--- src/include/fsrc_pkg.sv ---
/*
 * fsrc_pkg: opcodes, status layout, descriptor fields and timing counts
 * for the flash suspend/resume pair.
 * assumes a single 100 MHz system clock shared by both ends.
 */
package fsrc_pkg;

   // ==========================================================
   // clock and timing
   localparam int CLK_MHZ = 100;
   localparam int SUSP_LAT_US = 40;
   // longest time: round down
   localparam int SUSP_LAT_CYC = SUSP_LAT_US * CLK_MHZ;
   // actual device suspend time, well inside the ceiling
   localparam int SUSP_EXEC_CYC = SUSP_LAT_CYC / 2;
   localparam int RESUME_GAP_US = 128;
   // least time: round up
   localparam int RESUME_GAP_CYC = RESUME_GAP_US * CLK_MHZ;
   localparam int PGM_TIME_US = 320;
   localparam int PGM_TIME_CYC = PGM_TIME_US * CLK_MHZ;
   localparam int ERS_TIME_MS = 48;
   localparam int ERS_TIME_CYC = ERS_TIME_MS * 1000 * CLK_MHZ;
   localparam int WORK_W = 23;
   localparam int LAT_W = 12;
   localparam int GAP_W = 14;

   // ==========================================================
   // opcodes
   localparam logic [7:0] OP_PROGRAM = 8'h02;
   localparam logic [7:0] OP_READ = 8'h03;
   localparam logic [7:0] OP_STATUS = 8'h05;
   localparam logic [7:0] OP_ERASE = 8'h20;
   localparam logic [7:0] OP_SFDP = 8'h5a;
   localparam logic [7:0] OP_SUSPEND = 8'h75;
   localparam logic [7:0] OP_RESUME = 8'h7a;
   localparam logic [7:0] ARRAY_FILL = 8'hff;

   // ==========================================================
   // status byte layout
   localparam int ST_BUSY = 0;
   localparam int ST_ERS_SUSP = 2;
   localparam int ST_PGM_SUSP = 3;

   // ==========================================================
   // descriptor fields
   localparam logic [1:0] LAT_UNIT_128NS = 2'b00;
   localparam logic [1:0] LAT_UNIT_1US = 2'b01;
   localparam logic [1:0] LAT_UNIT_8US = 2'b10;
   localparam logic [1:0] LAT_UNIT_64US = 2'b11;
   localparam logic SUSP_SUPPORT_N = 1'b0;
   localparam logic [4:0] ERS_LAT_CNT = 5'b00100;
   localparam logic [3:0] ERS_GAP_CNT = 4'b0001;
   localparam logic [4:0] PGM_LAT_CNT = 5'b00100;
   localparam logic [3:0] PGM_GAP_CNT = 4'b0001;
   localparam logic DW12_RFU = 1'b1;
   localparam logic [3:0] PROHIBITED_OPS = 4'b1100;
   localparam logic [3:0] DW12_LOW = 4'b1100;
   localparam logic DPD_SUPPORT_N = 1'b0;
   localparam logic [31:0] DW14_REST = 32'h5cd5a2f7;
   localparam logic [7:0] SFDP_FIRST = 8'h2c;
   localparam logic [7:0] SFDP_LAST = 8'h37;

   localparam logic [31:0] SFDP_DW12 = {SUSP_SUPPORT_N, LAT_UNIT_8US, ERS_LAT_CNT,
      ERS_GAP_CNT, LAT_UNIT_8US, PGM_LAT_CNT, PGM_GAP_CNT, DW12_RFU, PROHIBITED_OPS,
      DW12_LOW};
   localparam logic [31:0] SFDP_DW13 = {OP_SUSPEND, OP_RESUME, OP_SUSPEND, OP_RESUME};
   localparam logic [31:0] SFDP_DW14 = {DPD_SUPPORT_N, DW14_REST[30:0]};

   // ==========================================================
   // host request kinds
   typedef enum logic [2:0] {
      FSRC_REQ_PROGRAM,
      FSRC_REQ_ERASE,
      FSRC_REQ_READ,
      FSRC_REQ_SUSPEND,
      FSRC_REQ_RESUME,
      FSRC_REQ_STATUS,
      FSRC_REQ_SFDP
   } fsrc_req_t;

endpackage

--- src/include/fsrc_link_if.sv ---
/*
 * fsrc_link_if: framed byte link between host controller and flash.
 * assumes both ends sit on the same clock; no clocking here.
 */
`timescale 1ns/1ps
interface fsrc_link_if;
   logic frame;
   logic byte_valid;
   logic [7:0] byte_data;
   logic rsp_valid;
   logic [7:0] rsp_data;

   modport host (
      output frame,
      output byte_valid,
      output byte_data,
      input rsp_valid,
      input rsp_data
   );

   modport dev (
      input frame,
      input byte_valid,
      input byte_data,
      output rsp_valid,
      output rsp_data
   );
endinterface

--- src/fsrc_device.sv ---
/*
 * fsrc_device: flash end of the suspend/resume link. decodes framed
 * commands, runs timed program and erase work, suspends and resumes it,
 * answers status and descriptor reads.
 * assumes the host keeps its own spacing and address restrictions.
 */
// Notes on behaviour
// - program and erase suspendable, support bit reads 0
// - erase suspends within 40 us, count 00100b
// - host waits 128 us before re-suspending erase
// - program suspends within 40 us, count 00100b
// - host waits 128 us before re-suspending program
// - no new erase while erase suspended
// - host starts no program during erase suspend
// - host avoids reading the erase-suspended sector
// - prohibited operations field reads 1100b
// - opcode 75h suspends erase or program
// - opcode 7Ah resumes erase or program
// - latency units 8 us, encoded 10b
// - deep power down supported, bit 31 clear
// - status opcode 05h, bit 0 busy
`timescale 1ns/1ps
module fsrc_device
   import fsrc_pkg::*;
#(
   parameter int PGM_CYC = PGM_TIME_CYC,
   parameter int ERS_CYC = ERS_TIME_CYC
) (
   // clock and reset
   input wire logic CLK_SYS,
   input wire logic RST_N,
   // link
   fsrc_link_if.dev lnk,
   // user side
   output logic BUSY,
   output logic ERASE_SUSPENDED,
   output logic PROGRAM_SUSPENDED,
   output logic OP_DONE,
   output logic [7:0] ACTIVE_SECTOR
);

   // ==========================================================
   // types and state
   typedef enum {
      D_READY,
      D_PROGRAM,
      D_ERASE,
      D_SUSPENDING,
      D_PGM_SUSP,
      D_ERS_SUSP
   } fsrc_dstate_t;

   fsrc_dstate_t state_reg, state_next;
   logic is_erase_reg, is_erase_next;
   logic [WORK_W-1:0] work_cnt_reg, work_cnt_next;
   logic [LAT_W-1:0] lat_cnt_reg, lat_cnt_next;
   logic [7:0] sector_reg, sector_next;
   logic done_reg, done_next;

   logic [1:0] byte_idx_reg, byte_idx_next;
   logic [7:0] op_reg, op_next;
   logic [7:0] arg_reg, arg_next;
   logic frame_d_reg, frame_d_next;
   logic rsp_valid_reg, rsp_valid_next;
   logic [7:0] rsp_data_reg, rsp_data_next;

   logic busy;
   logic [7:0] status_byte;
   logic execute;

   // ==========================================================
   // descriptor lookup
   function automatic logic [7:0] sfdp_byte(input logic [7:0] addr);
      logic [3:0] ofs;
      logic [95:0] table_bits;
      ofs = 4'(addr - SFDP_FIRST);
      table_bits = {SFDP_DW14, SFDP_DW13, SFDP_DW12};
      if (addr < SFDP_FIRST || addr > SFDP_LAST) begin
         sfdp_byte = ARRAY_FILL;
      end else begin
         sfdp_byte = table_bits[ofs*8 +: 8];
      end
   endfunction

   // ==========================================================
   // status
   // busy stays high through the suspend latency, drops once parked
   assign busy = (state_reg == D_PROGRAM) || (state_reg == D_ERASE) ||
      (state_reg == D_SUSPENDING);
   always_comb begin
      status_byte = 8'h00;
      status_byte[ST_BUSY] = busy;
      status_byte[ST_ERS_SUSP] = (state_reg == D_ERS_SUSP);
      status_byte[ST_PGM_SUSP] = (state_reg == D_PGM_SUSP);
   end

   // commands take effect when the frame closes, like a real part
   assign execute = frame_d_reg && !lnk.frame && (byte_idx_reg != 2'd0);

   // ==========================================================
   // link decode
   always_comb begin
      byte_idx_next = byte_idx_reg;
      op_next = op_reg;
      arg_next = arg_reg;
      frame_d_next = lnk.frame;
      rsp_valid_next = 1'b0;
      rsp_data_next = rsp_data_reg;
      if (!lnk.frame) begin
         byte_idx_next = 2'd0;
      end else if (lnk.byte_valid) begin
         if (byte_idx_reg != 2'd3) begin
            byte_idx_next = byte_idx_reg + 2'd1;
         end
         if (byte_idx_reg == 2'd0) begin
            op_next = lnk.byte_data;
            if (lnk.byte_data == OP_STATUS) begin
               rsp_valid_next = 1'b1;
               rsp_data_next = status_byte;
            end
         end else if (byte_idx_reg == 2'd1) begin
            arg_next = lnk.byte_data;
            if (op_reg == OP_SFDP) begin
               rsp_valid_next = 1'b1;
               rsp_data_next = sfdp_byte(lnk.byte_data);
            end else if (op_reg == OP_READ) begin
               // array is outside this block; a fixed fill stands in
               rsp_valid_next = 1'b1;
               rsp_data_next = ARRAY_FILL;
            end
         end
      end
   end

   always_ff @(posedge CLK_SYS) begin
      if (!RST_N) begin
         byte_idx_reg <= 2'd0;
         op_reg <= 8'h00;
         arg_reg <= 8'h00;
         frame_d_reg <= 1'b0;
         rsp_valid_reg <= 1'b0;
         rsp_data_reg <= 8'h00;
      end else begin
         byte_idx_reg <= byte_idx_next;
         op_reg <= op_next;
         arg_reg <= arg_next;
         frame_d_reg <= frame_d_next;
         rsp_valid_reg <= rsp_valid_next;
         rsp_data_reg <= rsp_data_next;
      end
   end

   // ==========================================================
   // operation sequencer
   always_comb begin
      state_next = state_reg;
      is_erase_next = is_erase_reg;
      work_cnt_next = work_cnt_reg;
      lat_cnt_next = lat_cnt_reg;
      sector_next = sector_reg;
      done_next = 1'b0;
      unique case (state_reg)
         D_READY: begin
            if (execute && byte_idx_reg >= 2'd2) begin
               if (op_reg == OP_PROGRAM) begin
                  state_next = D_PROGRAM;
                  is_erase_next = 1'b0;
                  work_cnt_next = WORK_W'(PGM_CYC);
                  sector_next = arg_reg;
               end else if (op_reg == OP_ERASE) begin
                  state_next = D_ERASE;
                  is_erase_next = 1'b1;
                  work_cnt_next = WORK_W'(ERS_CYC);
                  sector_next = arg_reg;
               end
            end
         end
         D_PROGRAM, D_ERASE: begin
            work_cnt_next = work_cnt_reg - WORK_W'(1);
            if (work_cnt_reg == WORK_W'(1)) begin
               state_next = D_READY;
               done_next = 1'b1;
            end else if (execute && op_reg == OP_SUSPEND) begin
               // one opcode parks either kind of work
               state_next = D_SUSPENDING;
               lat_cnt_next = LAT_W'(SUSP_EXEC_CYC);
            end
         end
         D_SUSPENDING: begin
            // work runs on until the safe stop point
            work_cnt_next = work_cnt_reg - WORK_W'(1);
            lat_cnt_next = lat_cnt_reg - LAT_W'(1);
            if (work_cnt_reg == WORK_W'(1)) begin
               state_next = D_READY;
               done_next = 1'b1;
            end else if (lat_cnt_reg == LAT_W'(1)) begin
               state_next = is_erase_reg ? D_ERS_SUSP : D_PGM_SUSP;
            end
         end
         D_PGM_SUSP: begin
            if (execute && op_reg == OP_RESUME) begin
               state_next = D_PROGRAM;
            end
         end
         D_ERS_SUSP: begin
            // new erase or program here is dropped: no nesting
            if (execute && op_reg == OP_RESUME) begin
               state_next = D_ERASE;
            end
         end
      endcase
   end

   always_ff @(posedge CLK_SYS) begin
      if (!RST_N) begin
         state_reg <= D_READY;
         is_erase_reg <= 1'b0;
         work_cnt_reg <= '0;
         lat_cnt_reg <= '0;
         sector_reg <= 8'h00;
         done_reg <= 1'b0;
      end else begin
         state_reg <= state_next;
         is_erase_reg <= is_erase_next;
         work_cnt_reg <= work_cnt_next;
         lat_cnt_reg <= lat_cnt_next;
         sector_reg <= sector_next;
         done_reg <= done_next;
      end
   end

   // ==========================================================
   // outputs
   assign lnk.rsp_valid = rsp_valid_reg;
   assign lnk.rsp_data = rsp_data_reg;
   assign BUSY = busy;
   assign ERASE_SUSPENDED = (state_reg == D_ERS_SUSP);
   assign PROGRAM_SUSPENDED = (state_reg == D_PGM_SUSP);
   assign OP_DONE = done_reg;
   assign ACTIVE_SECTOR = sector_reg;

endmodule

--- src/flat_wrapper.sv ---
// flat-port wrapper written by rule: the top's interface ports become plain ports
module fsrc_device_flat import fsrc_pkg::*;
#(
   parameter int PGM_CYC = PGM_TIME_CYC,
   parameter int ERS_CYC = ERS_TIME_CYC
)
  (CLK_SYS, RST_N, BUSY, ERASE_SUSPENDED, PROGRAM_SUSPENDED, OP_DONE, ACTIVE_SECTOR, lnk_frame, lnk_byte_valid, lnk_byte_data, lnk_rsp_valid, lnk_rsp_data);
  fsrc_link_if lnk_i ();
  input wire logic CLK_SYS;
  input wire logic RST_N;
  output logic BUSY;
  output logic ERASE_SUSPENDED;
  output logic PROGRAM_SUSPENDED;
  output logic OP_DONE;
  output logic [7:0] ACTIVE_SECTOR;
  input wire logic [$bits(lnk_i.frame)-1:0] lnk_frame;
  input wire logic [$bits(lnk_i.byte_valid)-1:0] lnk_byte_valid;
  input wire logic [$bits(lnk_i.byte_data)-1:0] lnk_byte_data;
  output wire logic [$bits(lnk_i.rsp_valid)-1:0] lnk_rsp_valid;
  output wire logic [$bits(lnk_i.rsp_data)-1:0] lnk_rsp_data;
  assign lnk_i.frame = lnk_frame;
  assign lnk_i.byte_valid = lnk_byte_valid;
  assign lnk_i.byte_data = lnk_byte_data;
  assign lnk_rsp_valid = lnk_i.rsp_valid;
  assign lnk_rsp_data = lnk_i.rsp_data;
  fsrc_device #(.PGM_CYC(PGM_CYC), .ERS_CYC(ERS_CYC)) u_core (.CLK_SYS(CLK_SYS), .RST_N(RST_N), .lnk(lnk_i), .BUSY(BUSY), .ERASE_SUSPENDED(ERASE_SUSPENDED), .PROGRAM_SUSPENDED(PROGRAM_SUSPENDED), .OP_DONE(OP_DONE), .ACTIVE_SECTOR(ACTIVE_SECTOR));
endmodule
--- config.mk ---
export PLATFORM = sky130hd
export DESIGN_NAME = fsrc_device_flat
export DESIGN_NICKNAME = d
export VERILOG_FILES = /design/src/include/fsrc_pkg.sv /design/src/include/fsrc_link_if.sv /design/src/fsrc_device.sv /design/src/flat_wrapper.sv
export SDC_FILE = /design/constraint.sdc
export NUM_CORES = 1
export LEC_CHECK = 0
export BUFFER_PORTS_ARGS = -buffer_cell sky130_fd_sc_hd__buf_4
export CELL_PAD_IN_SITES_DETAIL_PLACEMENT = 1
export CELL_PAD_IN_SITES_GLOBAL_PLACEMENT = 1
export CORE_MARGIN = 1
export CORE_UTILIZATION = 45
export DETAILED_ROUTE_END_ITERATION = 6
export PLACE_DENSITY = 0.84
export SLEW_MARGIN = 20
export SYNTH_ARGS = -nofsm -noshare
export SYNTH_HDL_FRONTEND = slang
export SYNTH_SLANG_ARGS = --single-unit
--- constraint.sdc ---
create_clock -name CLK_SYS -period 3.1 [get_ports CLK_SYS]
set_clock_uncertainty 0.1 [all_clocks]
set_input_delay 0.31 -clock CLK_SYS [delete_from_list [all_inputs] [get_ports CLK_SYS]]
set_output_delay 0.31 -clock CLK_SYS [all_outputs]
set_load 0.05 [all_outputs]
Word-level counts from Yosys, hierarchy flattened:

Cells that the tools add are included.

* output and inout bits: 21
* memories kept: 0
* flip-flop bits (word level): 105
* RAM bits: 0
* bits in latches: 0
* input bits: 12
* bits in read-only memories: 0

* divide/modulo/power cells: 0
* shift-type cells: 1
* order comparisons: 3
* eq/ne operators: 30
* bitwise operators: 1
* reductions and logical operators: 30
* add/subtract/negate cells: 4
* multiplexer cells: 34
* multipliers: 0

Operators with widths (count)
* $mux 32: 9
* $pmux 32 s5: 1
* $eq 32x3->1 const B: 4
* $eq 32x2->1 const B: 3
* $shiftx 96x8->8 const A: 1
* $mux 23: 3
* $eq 32x4->1 const B: 2
* $mux 8: 8
* $pmux 23 s2: 1
* $eq 32x1->1 const B: 1
* $logic_not 32->1: 1
* $eq 8x7->1 const B: 3
* $mux 12: 2
* $pmux 12 s2: 1
* $eq 23x1->1 const B: 1
* $sub 23x1->23 const B: 1
* $eq 8x2->1 const B: 2
* $reduce_and 3->1: 5
* $eq 12x1->1 const B: 1
* $sub 12x1->12 const B: 1
* $reduce_bool 2->1: 5
* $mux 1: 9
* $ne 3x1->1 const B: 3
* $eq 8x3->1 const B: 1
* other kinds (21): 34

Depth between registers and ports, before layout:

* depth in word-level cells: 7
* mapped depth: 11
* mapped depth without buffers: 8

Worst setup path before layout:

OpenSTA, ideal clock, no wires.

* kind: register to register
* from: reg u_core.byte_idx_reg[0]
* to: reg u_core.work_cnt_reg[21]
* arrival: 2.408 ns
* buffers on the path: 0
* path slack: 0.523 ns
* cell stages (with the launch flop): 9
* cell sequence: dfxtp_1 inv_1 ha_1 or4b_4 nor2b_4 a21oi_2 or4_4 or3_1 a21oi_1

* cells in the longest elaborated chain, start to end: 5

Ends and longest elaborated chain
* from (decl): line fsrc_device.sv:60 `logic [1:0] byte_idx_reg, byte_idx_next;`
* from (signal assigned): line fsrc_device.sv:144 `byte_idx_reg <= byte_idx_next;`
* parallel branches: the longest is 2 deep, another holds $ge 2x2->1
* $logic_and 1x1->1 (*): line fsrc_device.sv:164 `if (execute && byte_idx_reg >= 2'd2) begin`
* $ne 2x1->1 (no line) (*)
* $reduce_and 3->1 (no line) (*)
* to (signal assigned): line fsrc_device.sv:225 `work_cnt_reg <= work_cnt_next;`
* to (decl): line fsrc_device.sv:55 `logic [WORK_W-1:0] work_cnt_reg, work_cnt_next;`

Mark *: on every way between the ends.
A chain may end at the register's enable or synchronous reset.

Worst setup path in the final report:

* from: reg u_core.byte_idx_reg[1]
* to: reg u_core.rsp_data_reg[5], in the netlist u_core.lnk.rsp_data[5]

* cells in the longest elaborated chain, start to end: 3

Ends and longest elaborated chain
* $logic_not 2->1 or $eq 2x1->1 (tied branches): line fsrc_device.sv:115, fsrc_device.sv:121
* $ne 2x2->1 (no line) (tied with other cells)
* $reduce_and 5->1 (no line)
* to (signal assigned): line fsrc_device.sv:149 `rsp_data_reg <= rsp_data_next;`
* to (decl): line fsrc_device.sv:65 `logic [7:0] rsp_data_reg, rsp_data_next;`

Several ways; a longest one is shown, not always the timed one.

==> flow_summary.toml <==
[synthesis]
async_reset_ff_share_pct = 0
synth_cell_types = 60
synthCells = 505
synth.area.top_cells = "dfxtp_1 37%, nand2_1 7.4%, a21oi_1 6.7%, nor2_1 5.4%, xnor2_1 4.7%"
yosysTopAreaCell = "dfxtp_1"
synth_nets = 532
syn-cell-area_mm2 = 0.00406
synth_area_per_cell_um2 = 8.03
synth-edff-count = 0
synth_flop_cell = "dfxtp_1"
yosys_warnings = 0
seq_area_frac_synth_pct = 37.5
synth_top_area_share_pct = 37.5
synth-seq-cells = 76

[cells_and_area]
final_cell_area_mm2 = 0.00457
regArea_mm2 = 0.00152
nFillCells = 1070
largest_reg_flops = 23
n_antenna_cell = 0
nNetsFinal = 558
drive_gt1_share_pct = 14.4
syn_to_final_growth_pct = 12.6
multi_input_area_mm2 = 0.00236

[grt]
grt_usage_pct = 24.5
grt_max_degree = 32
grt.overflow.total = 0
grt_pass1_vias = 3813
grt_pass1_wl_um = 18700
antenna_found_initial = 0

[placement]
place.gp.congestion = 0.865
dp_hpwl_um = 8080
placedInstanceArea_mm2 = 0.00440
io_buffer_count = 32

[setup_path]
reg2regPathDepth = 9
r2r-start = "u_core.byte_idx_reg[1]"
rrSetupSlack_ns = 0.34
cp_max_fo = 16
startpoint_type = "flop"
worstPathArrival_ns = 2.93
worst-setup-path-type = "flop to flop"
cp-end-kind = "flop"
r2r_end = "u_core.lnk.rsp_data[5]"
crit_required_ns = 3.27
startpoint = "u_core.byte_idx_reg[1]"

[clocking]
postCtsSetupRepairBufs = 0
cts_tree = "yes"
ctsResizeCount = 0
cts_max_level = 3
numCtsBuffers = 9
insertion_delay_ns = 0.36
clockRootBuffer = "clkbuf_8"
cts.sinks = 76
cts_max_path_buffers = 2
hold_buffers = 0
clkTransAtPathRegs_ns = 0.09

[timing]
setup_violations = 0
setup_tns_ns = 0
fin_crit_ns = 2.76
drv_slew = 0
max_freq_ghz = 0.363
slew_headroom_pct = 54.7
worst_slew_pin_slew_ns = 0.674
rsz0062_at_grt = "false"
min_period_over_period_pct = 88.9
hold_violations = 0

[outcome]
status = "finished clean"

[die]
dieArea_mm2 = 0.00940
core_area_mm2 = 0.00872
die_w_um = 97.0
die_height_um = 97.0
fp-row-count = 34
ios = 33
initial_core_util_pct = 46.5

[power]
irDropWorstVdd_mv = 0.211
p_leak_nw = 1.75
p_per_area_mw_per_mm2 = 391

[hold_path]
min_path_type = "input pin to flop"
holdPathEnd = "u_core.op_reg[5]"
whs_path_depth = 3
holdCritStartpoint = "lnk_byte_data[5]"

[drt]
vias = 3746
avgViaCountPerCell = 5.82
postRouteAntennaNets = 0
routed_wl_um = 11000
drc = 0
wl_per_cell_um = 17.1
first_pass_iters = 5
drtIter0Drc = 111

[run]
cap_violations = 0
[cells by family after synthesis]
kind of cell	Yosys count	share of synthesized area [%]
buffers and inverters	46	4.35
DFF	76	37.5
muxes	3	0.740
AOI/OAI and AO/OA	114	19.5
adders and majority gates	15	4.63
and+or+nand+nor	227	28.1
xor gates and xnor gates	24	5.18
[synth_stat cells, drive strengths merged, types with 5 or more instances]
master	n
nor4b	5
a21oi	55
a211oi	7
nand3	11
nor2	58
xnor2	22
nor4	15
o21ai	17
nand2	80
nand4	8
dfxtp	76
nor3	11
inv	19
nor2b	6
or2	5
clkbuf	23
ha	15
[cell type report]
cell class	instances	area share, %
Tap cell	108	2.96
Timing Repair Buffer	41	6.74
Clock buffer	9	2.71
Inverter	20	1.64
Sequential cell	76	33.3
Multi-Input combinational cell	383	51.7
Clock inverter	7	0.959
[metrics by stage]
step	utilization (%)	power, mW	cells	worst slack [ns]	hold slack (ns)
finish	52.4	1.79	644	0.344	0.124
global route	52.4	1.86	644	0.110	0.111
CTS	52.4	1.80	644	0.337	0.115
detailed placement	50.4	1.13	628	0.356	0.353
global placement	50.4	1.12	628	0.478	0.343
floorplan	-	1.08	505	0.523	0.329
[how the worst max path moves through the flow]
| stage | slack, ns | depth (start not counted) | to |
|---|---|---|---|
| after CTS | 0.34 | 9 | u_core.lnk.rsp_data[5] |
| after global placement | 0.48 | 8 | u_core.lat_cnt_reg[9] |
| final | 0.34 | 9 | u_core.lnk.rsp_data[5] |
| after global routing | 0.11 | 9 | u_core.lnk.rsp_data[5] |
| after floorplan | 0.52 | 8 | u_core.work_cnt_reg[21] |
| after detailed placement | 0.36 | 9 | u_core.lnk.rsp_data[5] |
[critical path, stage by stage (launching register included)]
cell	delay (ns)
dfxtp_1	0.35
inv_1	0.11
ha_1	0.19
buf_4	0.19
and3_1	0.34
nand4_1	0.14
o31ai_1	0.33
a21bo_1	0.42
a311o_1	0.38
a21oi_1	0.12
[report_power, final]
| group | internal [mW] | switching, mW |
|---|---|---|
| Sequential | 0.982 | 0.00793 |
| Combinational | 0.0402 | 0.0755 |
| Clock | 0.286 | 0.393 |
[layout by cell type (no fill, tap or decap), types with 4 or more instances in the layout]
cell	synthesis	routed
inv_1	19	19
nand2_1	80	80
buf_4	0	41
nor2b_1	5	5
or2_2	5	5
a211o_1	4	4
ha_1	15	15
dfxtp_1	76	76
nor2_1	58	58
nor4b_1	5	5
nor4_1	14	14
clkinv_2	0	4
a31oi_1	4	4
o21ai_0	17	17
xnor2_1	22	22
or3_1	4	4
a211oi_1	7	7
a21oi_1	54	54
nor3_1	11	11
clkbuf_8	0	9
nand4_1	8	8
nand3_1	11	11
[metal layers]
layer	global-route usage, %	share of wire, %	vias up
li1	-	-	1839
met1	31.0	46	1812
met2	41.5	49	77
met3	4.55	3.4	18
met4	8.50	2.0	0
met5	0	0	-
(Power assumes the default switching activity.)
